--- src/hdl/dtp_pkg.sv ---
// constants shared by the down-counting timer and its pwm channels
package dtp_pkg;
    localparam int          TIMER_W        = 10;
    localparam int          PRESC_W        = 8;
    localparam int          ADDR_W         = 6;
    localparam int          IDX_LSB        = 2;
    localparam int          IDX_W          = 4;
    // register word indices, byte address is four times the index
    localparam logic [3:0]  IDX_CTRL_ONE   = 4'h0;
    localparam logic [3:0]  IDX_CTRL_TWO   = 4'h1;
    localparam logic [3:0]  IDX_COUNT_LOW  = 4'h2;
    localparam logic [3:0]  IDX_SHARED_HI  = 4'h3;
    localparam logic [3:0]  IDX_CH1_DUTY   = 4'h4;
    localparam logic [3:0]  IDX_CH2_CTRL   = 4'h5;
    localparam logic [3:0]  IDX_CH2_DUTY   = 4'h6;
    localparam logic [3:0]  IDX_CH3_CTRL   = 4'h7;
    localparam logic [3:0]  IDX_CH3_DUTY_H = 4'h8;
    localparam logic [3:0]  IDX_CH3_DUTY   = 4'h9;
    localparam logic [3:0]  IDX_PRESC_VAL  = 4'hA;
    localparam logic [3:0]  IDX_IRQ_TWO    = 4'hB;
    localparam logic [3:0]  IDX_COUNT_HIGH = 4'hC;
    // control one / channel control fields
    localparam int          B_RUN          = 0;
    localparam int          B_RELOAD_SEL   = 1;
    localparam int          B_ONE_SHOT     = 2;
    localparam int          B_ACTIVE_LOW   = 6;
    localparam int          B_OUT_ENABLE   = 7;
    // control two fields
    localparam int          B_CLOCK_SEL    = 5;
    localparam int          B_EDGE_SEL     = 4;
    localparam int          B_PRESC_EN_N   = 3;
    localparam int          F_RATIO_HI     = 2;
    localparam int          F_RATIO_LO     = 0;
    // shared high bits fields
    localparam int          F_RELOAD_HI_H  = 5;
    localparam int          F_RELOAD_HI_L  = 4;
    localparam int          F_CH2_HI_H     = 3;
    localparam int          F_CH2_HI_L     = 2;
    localparam int          F_CH1_HI_H     = 1;
    localparam int          F_CH1_HI_L     = 0;
    // second interrupt register fields
    localparam int          B_IRQ_FLAG     = 4;
    localparam int          B_IRQ_ENABLE   = 0;
    localparam logic [9:0]  COUNT_FULL     = 10'h3FF;
    localparam logic [9:0]  COUNT_ZERO     = 10'h000;
    localparam logic [7:0]  BYTE_ZERO      = 8'h00;
    localparam logic [7:0]  CTRL_TWO_RST   = 8'h08;
    localparam logic [31:0] WORD_ZERO      = 32'h0000_0000;
endpackage

--- src/hdl/down_timer_three_pwm.sv ---
// 10-bit down timer with prescaler, underflow flag and three shared-period pwm channels
//
// Behaviour
// [RULE_01] 10-bit counter decrements per prescaled tick
// [RULE_02] running: reload buffered, applied at underflow
// [RULE_03] stopped: low reload write loads counter
// [RULE_04] count register reads the live counter
// [RULE_05] control one bit 0 starts/stops timer
// [RULE_06] control two bit 5 selects external pin
// [RULE_07] edge bit 4: one falling, zero rising
// [RULE_08] prescaler when bit 3 low, 1:2..1:256
// [RULE_09] prescaler count readable, read only
// [RULE_10] one-shot counts down once, then stops
// [RULE_11] continuous reload from buffer or 0x3FF
// [RULE_12] sticky underflow flag, gated interrupt request
// [RULE_13] channel one enable drives its pin
// [RULE_14] channel one polarity bit 6
// [RULE_15] duty zero inactive, 0x3FF gives 1023 ticks
// [RULE_16] firmware keeps duty within reload value
// [RULE_17] channel one duty high first, applied underflow
// [RULE_18] channel two own bits, shared high 3:2
// [RULE_19] firmware mirrors timer bits into channel two
// [RULE_20] channel three dedicated high register bits 1:0
// [RULE_21] firmware mirrors timer bits into channel three
// [RULE_22] active first duty ticks, restart each reload
//
// The register offsets and the Avalon-MM slave port are this design's own decisions.
`timescale 1ns/1ps
module down_timer_three_pwm
    import dtp_pkg::*;
#(
    parameter int WIDTH = TIMER_W
) (
    input  wire logic              clock,
    input  wire logic              rst_n,
    input  wire logic              clk_en,
    input  wire logic [ADDR_W-1:0] address,
    input  wire logic              read,
    input  wire logic              write,
    input  wire logic [31:0]       writedata,
    input  wire logic [3:0]        byteenable,
    output logic      [31:0]       readdata,
    output logic                   waitrequest,
    input  wire logic              external_count_pin,
    input  wire logic              global_irq_enable,
    output logic                   irq_request,
    output logic      [2:0]        pwm_out,
    output logic      [2:0]        pwm_oe
);
    logic [7:0]         ctrl_one_reg;
    logic [7:0]         ctrl_two_reg;
    logic [7:0]         shared_hi_reg;
    logic [7:0]         ch1_duty_reg;
    logic [7:0]         ch2_ctrl_reg;
    logic [7:0]         ch2_duty_reg;
    logic [7:0]         ch3_ctrl_reg;
    logic [7:0]         ch3_duty_h_reg;
    logic [7:0]         ch3_duty_reg;
    logic [7:0]         reload_low_reg;
    logic [WIDTH-1:0]   count_reg;
    logic [WIDTH-1:0]   frame_start_reg;
    logic [PRESC_W-1:0] presc_reg;
    logic               pin_prev_reg;
    logic               stopped_reg;
    logic               flag_reg;
    logic               irq_en_reg;
    logic [IDX_W-1:0]   idx;
    logic               access;
    logic               wr;
    logic               run;
    logic               src_tick;
    logic               tick;
    logic               underflow;
    logic [2:0]         ratio;
    logic [PRESC_W-1:0] presc_mask;
    logic [WIDTH-1:0]   reload_buf;
    logic [WIDTH-1:0]   elapsed;
    logic [31:0]        rd_mux;
    logic [WIDTH-1:0]   duty_buf   [3];
    logic [2:0]         chan_oen;
    logic [2:0]         chan_low;

    if (WIDTH != TIMER_W) begin : g_bad_width
        $error("timer width must be 10");
    end

    // avalon slave: one wait cycle, access done when waitrequest is low
    assign idx    = address[IDX_LSB +: IDX_W];
    assign access = (read || write) && !waitrequest;
    assign wr     = access && write && byteenable[0];

    always_ff @(posedge clock or negedge rst_n) begin
        if (!rst_n) begin
            waitrequest <= 1'b1;
            readdata    <= WORD_ZERO;
        end else if (clk_en) begin
            if ((read || write) && waitrequest) begin
                waitrequest <= 1'b0;
                readdata    <= rd_mux;
            end else begin
                waitrequest <= 1'b1;
            end
        end
    end

    always_comb begin
        rd_mux = WORD_ZERO;
        case (idx)
            IDX_CTRL_ONE:   rd_mux[7:0] = ctrl_one_reg;
            IDX_CTRL_TWO:   rd_mux[7:0] = ctrl_two_reg;
            IDX_COUNT_LOW:  rd_mux[7:0] = count_reg[7:0];                     // [RULE_04]
            IDX_COUNT_HIGH: rd_mux[1:0] = count_reg[WIDTH-1:8];               // [RULE_04]
            IDX_SHARED_HI:  rd_mux[7:0] = shared_hi_reg;
            IDX_CH1_DUTY:   rd_mux[7:0] = ch1_duty_reg;
            IDX_CH2_CTRL:   rd_mux[7:0] = ch2_ctrl_reg;
            IDX_CH2_DUTY:   rd_mux[7:0] = ch2_duty_reg;
            IDX_CH3_CTRL:   rd_mux[7:0] = ch3_ctrl_reg;
            IDX_CH3_DUTY_H: rd_mux[7:0] = ch3_duty_h_reg;
            IDX_CH3_DUTY:   rd_mux[7:0] = ch3_duty_reg;
            IDX_PRESC_VAL:  rd_mux[7:0] = presc_reg;                          // [RULE_09]
            IDX_IRQ_TWO: begin
                rd_mux[B_IRQ_FLAG]   = flag_reg;
                rd_mux[B_IRQ_ENABLE] = irq_en_reg;
            end
            default:        rd_mux = WORD_ZERO;
        endcase
    end

    // plain read/write control and duty buffers
    always_ff @(posedge clock or negedge rst_n) begin
        if (!rst_n) begin
            ctrl_one_reg   <= BYTE_ZERO;
            ctrl_two_reg   <= CTRL_TWO_RST;
            shared_hi_reg  <= BYTE_ZERO;
            ch1_duty_reg   <= BYTE_ZERO;
            ch2_ctrl_reg   <= BYTE_ZERO;
            ch2_duty_reg   <= BYTE_ZERO;
            ch3_ctrl_reg   <= BYTE_ZERO;
            ch3_duty_h_reg <= BYTE_ZERO;
            ch3_duty_reg   <= BYTE_ZERO;
            reload_low_reg <= BYTE_ZERO;
            irq_en_reg     <= 1'b0;
        end else if (clk_en && wr) begin
            case (idx)
                IDX_CTRL_ONE:   ctrl_one_reg   <= writedata[7:0];             // [RULE_05]
                IDX_CTRL_TWO:   ctrl_two_reg   <= writedata[7:0];
                IDX_COUNT_LOW:  reload_low_reg <= writedata[7:0];             // [RULE_02]
                IDX_SHARED_HI:  shared_hi_reg  <= writedata[7:0];             // [RULE_17] [RULE_18]
                IDX_CH1_DUTY:   ch1_duty_reg   <= writedata[7:0];
                IDX_CH2_CTRL:   ch2_ctrl_reg   <= writedata[7:0];
                IDX_CH2_DUTY:   ch2_duty_reg   <= writedata[7:0];
                IDX_CH3_CTRL:   ch3_ctrl_reg   <= writedata[7:0];
                IDX_CH3_DUTY_H: ch3_duty_h_reg <= writedata[7:0];             // [RULE_20]
                IDX_CH3_DUTY:   ch3_duty_reg   <= writedata[7:0];
                IDX_IRQ_TWO:    irq_en_reg     <= writedata[B_IRQ_ENABLE];
                default:        irq_en_reg     <= irq_en_reg;
            endcase
        end
    end

    assign reload_buf = {shared_hi_reg[F_RELOAD_HI_H:F_RELOAD_HI_L], reload_low_reg};
    assign duty_buf[0] = {shared_hi_reg[F_CH1_HI_H:F_CH1_HI_L], ch1_duty_reg};
    assign duty_buf[1] = {shared_hi_reg[F_CH2_HI_H:F_CH2_HI_L], ch2_duty_reg};
    assign duty_buf[2] = {ch3_duty_h_reg[F_CH1_HI_H:F_CH1_HI_L], ch3_duty_reg};
    assign chan_oen = {ch3_ctrl_reg[B_OUT_ENABLE], ch2_ctrl_reg[B_OUT_ENABLE], ctrl_one_reg[B_OUT_ENABLE]};
    assign chan_low = {ch3_ctrl_reg[B_ACTIVE_LOW], ch2_ctrl_reg[B_ACTIVE_LOW], ctrl_one_reg[B_ACTIVE_LOW]};

    // clock source: instruction clock or an edge of the external pin
    always_ff @(posedge clock or negedge rst_n) begin
        if (!rst_n) begin
            pin_prev_reg <= 1'b0;
        end else if (clk_en) begin
            pin_prev_reg <= external_count_pin;
        end
    end

    assign run = ctrl_one_reg[B_RUN] && !stopped_reg;                         // [RULE_05]

    always_comb begin
        if (!ctrl_two_reg[B_CLOCK_SEL]) begin
            src_tick = run;                                                   // [RULE_06]
        end else if (ctrl_two_reg[B_EDGE_SEL]) begin
            src_tick = run && pin_prev_reg && !external_count_pin;            // [RULE_07]
        end else begin
            src_tick = run && !pin_prev_reg && external_count_pin;            // [RULE_07]
        end
    end

    // ratio n divides by 2^(n+1): tick when the low n+1 bits roll over
    assign ratio      = ctrl_two_reg[F_RATIO_HI:F_RATIO_LO];
    assign presc_mask = PRESC_W'((9'h002 << ratio) - 9'h001);
    assign tick       = ctrl_two_reg[B_PRESC_EN_N] ? src_tick
                      : (src_tick && ((presc_reg & presc_mask) == presc_mask)); // [RULE_08]

    // prescaler restarts whenever its configuration is rewritten
    always_ff @(posedge clock or negedge rst_n) begin
        if (!rst_n) begin
            presc_reg <= '0;
        end else if (clk_en) begin
            if (wr && idx == IDX_CTRL_TWO) begin
                presc_reg <= '0;                                              // [RULE_08]
            end else if (src_tick && !ctrl_two_reg[B_PRESC_EN_N]) begin
                presc_reg <= presc_reg + PRESC_W'(1);                         // [RULE_09]
            end
        end
    end

    assign underflow = tick && (count_reg == COUNT_ZERO);

    // counter: decrement, reload on underflow unless one-shot, immediate load when stopped
    always_ff @(posedge clock or negedge rst_n) begin
        if (!rst_n) begin
            count_reg       <= COUNT_FULL;
            frame_start_reg <= COUNT_FULL;
        end else if (clk_en) begin
            if (wr && idx == IDX_COUNT_LOW && !ctrl_one_reg[B_RUN]) begin
                count_reg       <= {shared_hi_reg[F_RELOAD_HI_H:F_RELOAD_HI_L], writedata[7:0]}; // [RULE_03]
                frame_start_reg <= {shared_hi_reg[F_RELOAD_HI_H:F_RELOAD_HI_L], writedata[7:0]};
            end else if (underflow && !ctrl_one_reg[B_ONE_SHOT]) begin
                count_reg       <= ctrl_one_reg[B_RELOAD_SEL] ? reload_buf : COUNT_FULL; // [RULE_11] [RULE_02]
                frame_start_reg <= ctrl_one_reg[B_RELOAD_SEL] ? reload_buf : COUNT_FULL; // [RULE_22]
            end else if (tick && !underflow) begin
                count_reg <= count_reg - WIDTH'(1);                           // [RULE_01]
            end
        end
    end

    // one-shot halt holds the counter at zero until control one or the count low register is written
    always_ff @(posedge clock or negedge rst_n) begin
        if (!rst_n) begin
            stopped_reg <= 1'b0;
        end else if (clk_en) begin
            if (underflow && ctrl_one_reg[B_ONE_SHOT]) begin
                stopped_reg <= 1'b1;                                          // [RULE_10]
            end else if (wr && (idx == IDX_CTRL_ONE || idx == IDX_COUNT_LOW)) begin
                stopped_reg <= 1'b0;
            end
        end
    end

    // sticky flag: an underflow in the clearing cycle wins
    always_ff @(posedge clock or negedge rst_n) begin
        if (!rst_n) begin
            flag_reg <= 1'b0;
        end else if (clk_en) begin
            if (underflow) begin
                flag_reg <= 1'b1;                                             // [RULE_12]
            end else if (wr && idx == IDX_IRQ_TWO && !writedata[B_IRQ_FLAG]) begin
                flag_reg <= 1'b0;
            end
        end
    end

    always_ff @(posedge clock or negedge rst_n) begin
        if (!rst_n) begin
            irq_request <= 1'b0;
        end else if (clk_en) begin
            irq_request <= flag_reg && irq_en_reg && global_irq_enable;       // [RULE_12]
        end
    end

    // duty bound is firmware's job; an oversize duty simply stays active all frame
    assign elapsed = frame_start_reg - count_reg;                             // [RULE_22] [RULE_16]

    for (genvar i = 0; i < 3; i++) begin : g_chan
        pwm_channel #(
            .W          (WIDTH)
        ) u_chan (
            .clock      (clock),
            .rst_n      (rst_n),
            .clk_en     (clk_en),
            .commit     (underflow),                                          // [RULE_17] [RULE_18] [RULE_20]
            .duty_buf   (duty_buf[i]),
            .elapsed    (elapsed),
            .out_enable (chan_oen[i]),                                        // [RULE_13]
            .active_low (chan_low[i]),                                        // [RULE_14] [RULE_15]
            .pwm_out    (pwm_out[i]),
            .pwm_oe     (pwm_oe[i])
        );
    end
endmodule

--- src/hdl/pwm_channel.sv ---
// one pwm channel: double-buffered duty and registered pin drive
`timescale 1ns/1ps
module pwm_channel
    import dtp_pkg::*;
#(
    parameter int W = 10
) (
    input  wire logic         clock,
    input  wire logic         rst_n,
    input  wire logic         clk_en,
    input  wire logic         commit,
    input  wire logic [W-1:0] duty_buf,
    input  wire logic [W-1:0] elapsed,
    input  wire logic         out_enable,
    input  wire logic         active_low,
    output logic              pwm_out,
    output logic              pwm_oe
);
    logic [W-1:0] duty_reg;
    logic         active;

    if (W < 2) begin : g_bad_width
        $error("pwm_channel width too small");
    end

    // new duty only at the timer underflow, so a frame never sees half an update
    always_ff @(posedge clock or negedge rst_n) begin
        if (!rst_n) begin
            duty_reg <= '0;
        end else if (clk_en && commit) begin
            duty_reg <= duty_buf;
        end
    end

    // active for the first duty ticks of each frame; duty zero never active
    assign active = (elapsed < duty_reg);                          // [RULE_15] [RULE_22]

    always_ff @(posedge clock or negedge rst_n) begin
        if (!rst_n) begin
            pwm_out <= 1'b0;
            pwm_oe  <= 1'b0;
        end else if (clk_en) begin
            pwm_oe  <= out_enable;
            pwm_out <= out_enable & (active ^ active_low);
        end
    end
endmodule

--- config.mk ---
export PLATFORM = sky130hd
export DESIGN_NAME = down_timer_three_pwm
export DESIGN_NICKNAME = d
export VERILOG_FILES = /design/src/hdl/dtp_pkg.sv /design/src/hdl/down_timer_three_pwm.sv /design/src/hdl/pwm_channel.sv
export SDC_FILE = /design/constraint.sdc
export NUM_CORES = 1
export LEC_CHECK = 0
export BUFFER_PORTS_ARGS = -buffer_cell sky130_fd_sc_hd__buf_2
export CAP_MARGIN = 30
export CORE_UTILIZATION = 35
export DETAILED_ROUTE_END_ITERATION = 10
export GPL_ROUTABILITY_DRIVEN = 0
export PLACE_DENSITY_LB_ADDON = 0.1
export SYNTH_ARGS = -nofsm -noshare
export SYNTH_HDL_FRONTEND = slang
export SYNTH_SLANG_ARGS = --single-unit
--- constraint.sdc ---
create_clock -name clock -period 9.4 [get_ports clock]
set_input_delay 1.41 -clock clock [delete_from_list [all_inputs] [get_ports clock]]
set_output_delay 1.41 -clock clock [all_outputs]
set_load 0.005 [all_outputs]
-- Yosys cells after proc, flatten, opt, wreduce, memory -nomap -nowiden
Cells that the tools add are included.
- bitwise operators: 7
- reduce and logical (&&, ||, !) cells: 60
- shift-type cells: 1
- order comparisons: 3
- muxes and demuxes: 21
- equality and inequality tests: 13
- $add $sub $neg: 4
- operators by type and width (cell ; count):
    $mux 10 ; 6
    $reduce_and 2->1 ; 17
    $pmux 3 s11 ; 1
    $lt 10x10->1 ; 3
    $logic_and 1x1->1 ; 25
    $pmux 1 s12 ; 2
    $pmux 2 s11 ; 1
    $eq 4x4->1 const B ; 5
    $eq 4x3->1 const B ; 4
    $mux 8 ; 2
    $pmux 1 s13 ; 1
    $logic_not 10->1 ; 1
    $sub 10x1->10 const B ; 1
    $sub 10x10->10 ; 1
    $logic_not 1->1 ; 9
    $add 8x1->8 const B ; 1
    $and 8x8->8 ; 1
    $eq 4x2->1 const B ; 2
    $eq 8x8->1 ; 1
    $mux 1 ; 8
    $reduce_bool 2->1 ; 4
    $shl 2x3->8 const A ; 1
    $sub 8x1->8 const B ; 1
    $eq 4x1->1 const B ; 1
    5 further kinds ; 10
- logic and storage cells: 138
- bits in registers: 158
- input bits: 49

-- Longest topological paths before layout
- word-level depth: 14
- depth in mapped cells: 16

-- Cells and area by module
Synthesis repeated with hierarchy kept, for this count alone.
- cell total of the unflattened synthesis: 865
- area, all modules: 8931.1 sq um
- modules (own cells, without submodules) (module ; cells each ; times used ; area an instance (sq um) ; seq. area each (sq um)):
    down_timer_three_pwm ; 685 ; 1 ; 6859.1 ; 3080.5
    pwm_channel ; 60 ; 3 ; 690.7 ; 300.3

-- Worst setup path after synthesis
No wires, ideal clock.
- path kind: register to register
- from: register count_reg[2]
- to: register g_chan[0].u_chan.pwm_out
- buffers on the path: 1
- path slack: 6.184 ns
- stages on the path, launching flop included: 17
- arrival time: 3.096 ns
- cells stage by stage: dfstp_2 > buf_6 > inv_1 > ha_1 > nor2b_1 > o21ai_0 > nand2b_1 > a21o_1 > a21oi_1 > xnor2_1 > ha_1 > o21a_1 > o211ai_1 > a21o_1 > o311ai_0 > xnor2_1 > a31o_2
- cells in the longest elaborated chain, start to end: 4
- RTL lines (item ; line ; RTL):
    start: declaration ; down_timer_three_pwm.sv:60 ; logic [WIDTH-1:0] count_reg;
    start signal: assignment ; down_timer_three_pwm.sv:217 ; count_reg <= {shared_hi_reg[F_RELOAD_HI_H:F_RELOAD_HI_L], writedata[7:0]};
    start signal: assignment ; down_timer_three_pwm.sv:220 ; count_reg <= ctrl_one_reg[B_RELOAD_SEL] ? reload_buf : COUNT_FULL;
    start signal: assignment ; down_timer_three_pwm.sv:223 ; count_reg <= count_reg - WIDTH'(1);
    $sub 10x10->10 ; down_timer_three_pwm.sv:263 ; assign elapsed = frame_start_reg - count_reg;
    $lt 10x10->1 ; pwm_channel.sv:36 ; assign active = (elapsed < duty_reg);
    $xor 1x1->1 ; pwm_channel.sv:44 ; pwm_out <= out_enable & (active ^ active_low);
    $and 1x1->1 ; pwm_channel.sv:44 ;
    end signal: assignment ; pwm_channel.sv:44 ;
    end: declaration ; pwm_channel.sv:16 ; output logic pwm_out,
Every way passes these cells.
A chain may end at the register's enable or synchronous reset.

-- Worst setup path after layout
- from: register frame_start_reg[0]
- to: register g_chan[1].u_chan.pwm_out
- cells in the longest elaborated chain, start to end: 4
- RTL lines (item ; line ; RTL):
    start: declaration ; down_timer_three_pwm.sv:61 ; logic [WIDTH-1:0] frame_start_reg;
    start signal: assignment ; down_timer_three_pwm.sv:218 ; frame_start_reg <= {shared_hi_reg[F_RELOAD_HI_H:F_RELOAD_HI_L], writedata[7:0]};
    start signal: assignment ; down_timer_three_pwm.sv:221 ; frame_start_reg <= ctrl_one_reg[B_RELOAD_SEL] ? reload_buf : COUNT_FULL;
    $sub 10x10->10 ; down_timer_three_pwm.sv:263 ;
    $lt 10x10->1 ; pwm_channel.sv:36 ;
    $xor 1x1->1 ; pwm_channel.sv:44 ;
    $and 1x1->1 ; pwm_channel.sv:44 ;
    end signal: assignment ; pwm_channel.sv:44 ;
    end: declaration ; pwm_channel.sv:16 ;
Every way passes these cells.

==> insert_results.sql <==
INSERT INTO impl_metrics (metric_group, metric, value, unit) VALUES
('run_status', 'outcome', 'finished clean', ''),
('worst_setup_path', 'critical_path.max_stage_delay', '0.57', 'ns'),
('global_route', 'grt_start_max_net_pins', '101', ''),
('synth', 'synth-warning-count', '0', ''),
('global_route', 'first_global_vias', '6341', ''),
('sta', 'final_min_period_over_clock_period', '42.1', '%'),
('placed_design', 'placement.setup.worst_slack', '5.13', 'ns'),
('clock_tree', 'clk_root_buffer_cell', 'clkbuf_16', ''),
('detailed_routing', 'postRouteWirelength', '25.1', 'mm'),
('worst_setup_path', 'crit_path_start_kind', 'register', ''),
('floorplan', 'placeableCoreArea', '24600', 'sq um'),
('synth', 'synthCells', '868', ''),
('synth', 'postSynthRegisterBits', '158', ''),
('clock_tree', 'cts.repair_timing.setup_buffer_count', '0', ''),
('synth', 'syn_avg_cell_area', '10.2', 'sq um'),
('synth', 'synth_enable_flop_cells', '0', ''),
('floorplan', 'die-height', '161', 'um'),
('detailed_routing', 'route.vias.total', '6391', ''),
('floorplan', 'die_width', '161', 'um'),
('synth', 'synth-seq-area-share', '44.8', '%'),
('floorplan', 'fp.dieArea', '26000', 'sq um'),
('detailed_routing', 'drt_iter0_drc', '457', ''),
('finish', 'antennaDiodeCount', '0', ''),
('sta', 'slew_headroom', '31.4', '%'),
('power', 'cellLeakagePower', '4.51', 'nW'),
('job', 'cap_viol_max_count', '0', ''),
('global_route', 'antenna_found_initial', '0', ''),
('global_route', 'track_usage', '20.4', '%'),
('finish', 'multi_input_area', '4370', 'sq um'),
('clock_tree', 'cts-root-to-sink-buffers', '2', ''),
('worst_setup_path', 'worstPathMaxFanout', '3', ''),
('synth', 'synthesis.area', '8890', 'sq um'),
('sta', 'grt_setup_unrepaired', 'false', ''),
('global_route', 'grt_pass1_wl', '39.4', 'mm'),
('worst_setup_path', 'critical_path_class', 'reg2reg', ''),
('synth', 'async_reset_ff_share', '100', '%'),
('worst_setup_path', 'critical_path.n_buffers_inverters', '1', ''),
('clock_tree', 'htreeDepth', '4', ''),
('sta', 'clock.fmax', '0.253', 'GHz'),
('sta', 'postLayoutSetupSlackWorst', '5.44', 'ns'),
('detailed_routing', 'drtAntennaViolNets', '0', ''),
('clock_tree', 'clk_pin_slew_worst_paths', '0.07', 'ns'),
('finish', 'final_net_count', '964', ''),
('finish', 'fillerInstances', '2473', ''),
('clock_tree', 'cts.repair.resized', '0', ''),
('clock_tree', 'cts_inserted_buffers', '17', ''),
('clock_tree', 'clk-insertion-delay-late', '0.43', 'ns'),
('detailed_routing', 'remaining_drc_errors', '0', ''),
('synth', 'yosys.cell_types.count', '73', ''),
('sta', 'timing.final.max_slew_violations', '0', ''),
('worst_setup_path', 'req_time_crit_path', '9.72', 'ns'),
('clock_tree', 'post_cts_hold_buffer_count', '0', ''),
('synth', 'synthFlopType', 'dfrtp_1', ''),
('synth', 'synth_largest_area_cell', 'dfrtp_1', ''),
('synth', 'post_synth_main_area_contributors', 'dfrtp_1 38%, mux2_2 12%, dfstp_2 6.5%, ha_1 5.5%, o21ai_0 3.2%', ''),
('worst_setup_path', 'worstReg2RegStart', 'frame_start_reg[0]$_DFFE_PN1P_', ''),
('sta', 'max_slew.worst_pin.slew', '1.02', 'ns'),
('worst_setup_path', 'timing.critical_path.cells', 'inv_1 > ha_1 > fa_1 > nor2b_1 > o21ai_0 > nand2b_1 > a21o_1 > a21oi_1 > xnor2_1 > ha_1 > o21a_1 > o211ai_1 > o311ai_0 > xnor2_1 > a31o_2', ''),
('sta', 'tns', '0', 'ns'),
('synth', 'yosys.cell_count.top_type', 'dfrtp_1', ''),
('sta', 'setup-violations-final', '0', ''),
('worst_hold_path', 'hp-class', 'reg2reg', ''),
('finish', 'areaGrowthSynthToFinish', '9.63', '%'),
('floorplan', 'top_level_ports', '89', ''),
('placed_design', 'hpwlAfterDp', '17.6', 'mm'),
('worst_setup_path', 'crit_path_start', 'frame_start_reg[0]$_DFFE_PN1P_', ''),
('synth', 'synth_top_cell_area_share', '38.3', '%'),
('detailed_routing', 'post_drt_wl_per_cell', '20.7', 'um'),
('clock_tree', 'numClockSinks', '158', ''),
('clock_tree', 'tritoncts', 'done', ''),
('power', 'ir_worst_vdd', '92.1', 'uV');
-- logic make-up (layout without fill, tap and decap cells) --
group / count (synthesis) / in the layout / share of synthesized area (%)
other cells: 1 / 24 / 0.0422
xor+xnor: 20 / 20 / 1.97
simple gates: 220 / 220 / 12.0
compound gates: 194 / 194 / 14.7
fa+ha+maj: 40 / 40 / 5.72
mux: 109 / 109 / 13.7
flops: 158 / 158 / 44.8
buf+inv: 126 / 123 / 7.05
-- cells in the final DEF (no fill, tap or decap), drive strengths merged, types with 5 or more instances in the layout --
cell      netlist  final
mux2i          16     16
clkinvlp        0      6
o211ai          7      7
buf            50     44
a21oi          32     32
a22oi           7      7
xnor2          10     10
a211oi          6      6
mux2           92     92
nor2b          13     13
nand3          15     15
a31oi           6      6
nand2b         10     10
clkinv          0      6
ha             39     39
a21boi          5      5
dfrtp         136    136
a32oi           7      7
nor3           15     15
nand2          71     71
conb            1     24
nor2           64     64
a21o            5      5
o21ai          63     63
o221ai          6      6
dfstp          22     22
o31ai           5      5
clkbuf         29     17
o22ai          12     12
inv            47     50
xor2           10     10
nand4           5      5
nor3b           5      5
-- per-stage QoR --
step	hold slack, ns	instance area, sq um	total power, mW	utilization (%)	cells
floorplan	0.461	8970	1.04	-	891
detailed placement	0.466	9180	1.16	37.3	1179
CTS	0.481	9720	1.81	39.5	1211
global placement	0.462	9150	1.15	37.2	1176
finish	0.477	9740	1.79	39.6	1212
global route	0.492	9740	1.90	39.6	1212
-- power by group --
| group | internal [mW] | switching (mW) |
|---|---|---|
| Sequential | 0.739 | 0.0534 |
| Combinational | 0.145 | 0.211 |
| Clock | 0.340 | 0.306 |
-- area by class of cell --
class	instances	area share [%]
well taps	324	4.16
clock inverters	15	1.17
flip-flops and latches	158	40.9
inverters	47	1.81
multi-input cells	607	44.9
repair buffers	44	2.76
clock buffers	17	4.37
-- final timing paths --
kind / to / slack, ns / depth (start not counted)
max: g_chan[1].u_chan.pwm_out$_DFFE_PN0P_ / 5.44 / 15
min: readdata[0]$_DFFE_PN0P_ / 0.48 / 2
max reg2reg: g_chan[1].u_chan.pwm_out$_DFFE_PN0P_ / 5.44 / 15
min reg2reg: readdata[0]$_DFFE_PN0P_ / 0.48 / 2
max in group asynchronous: stopped_reg$_DFFE_PN0P_ / 7.19 / 3
min in group asynchronous: g_chan[0].u_chan.duty_reg[6]$_DFFE_PN0P_ / 0.76 / 1
-- worst min-delay path: stages, from the launching register on --
cell and delay, ns:
dfrtp_1 0.34, nand2_1 0.05, o21ai_0 0.06
-- layer usage --
metal	wire, um	vias up	GRT usage (%)
met5	0	-	0
met1	12300	3180	29.1
met3	896	24	3.57
met2	11500	135	31.9
met4	402	0	5.57
li1	-	3052	-
Note: power is estimated with default switching activity, not from simulation.
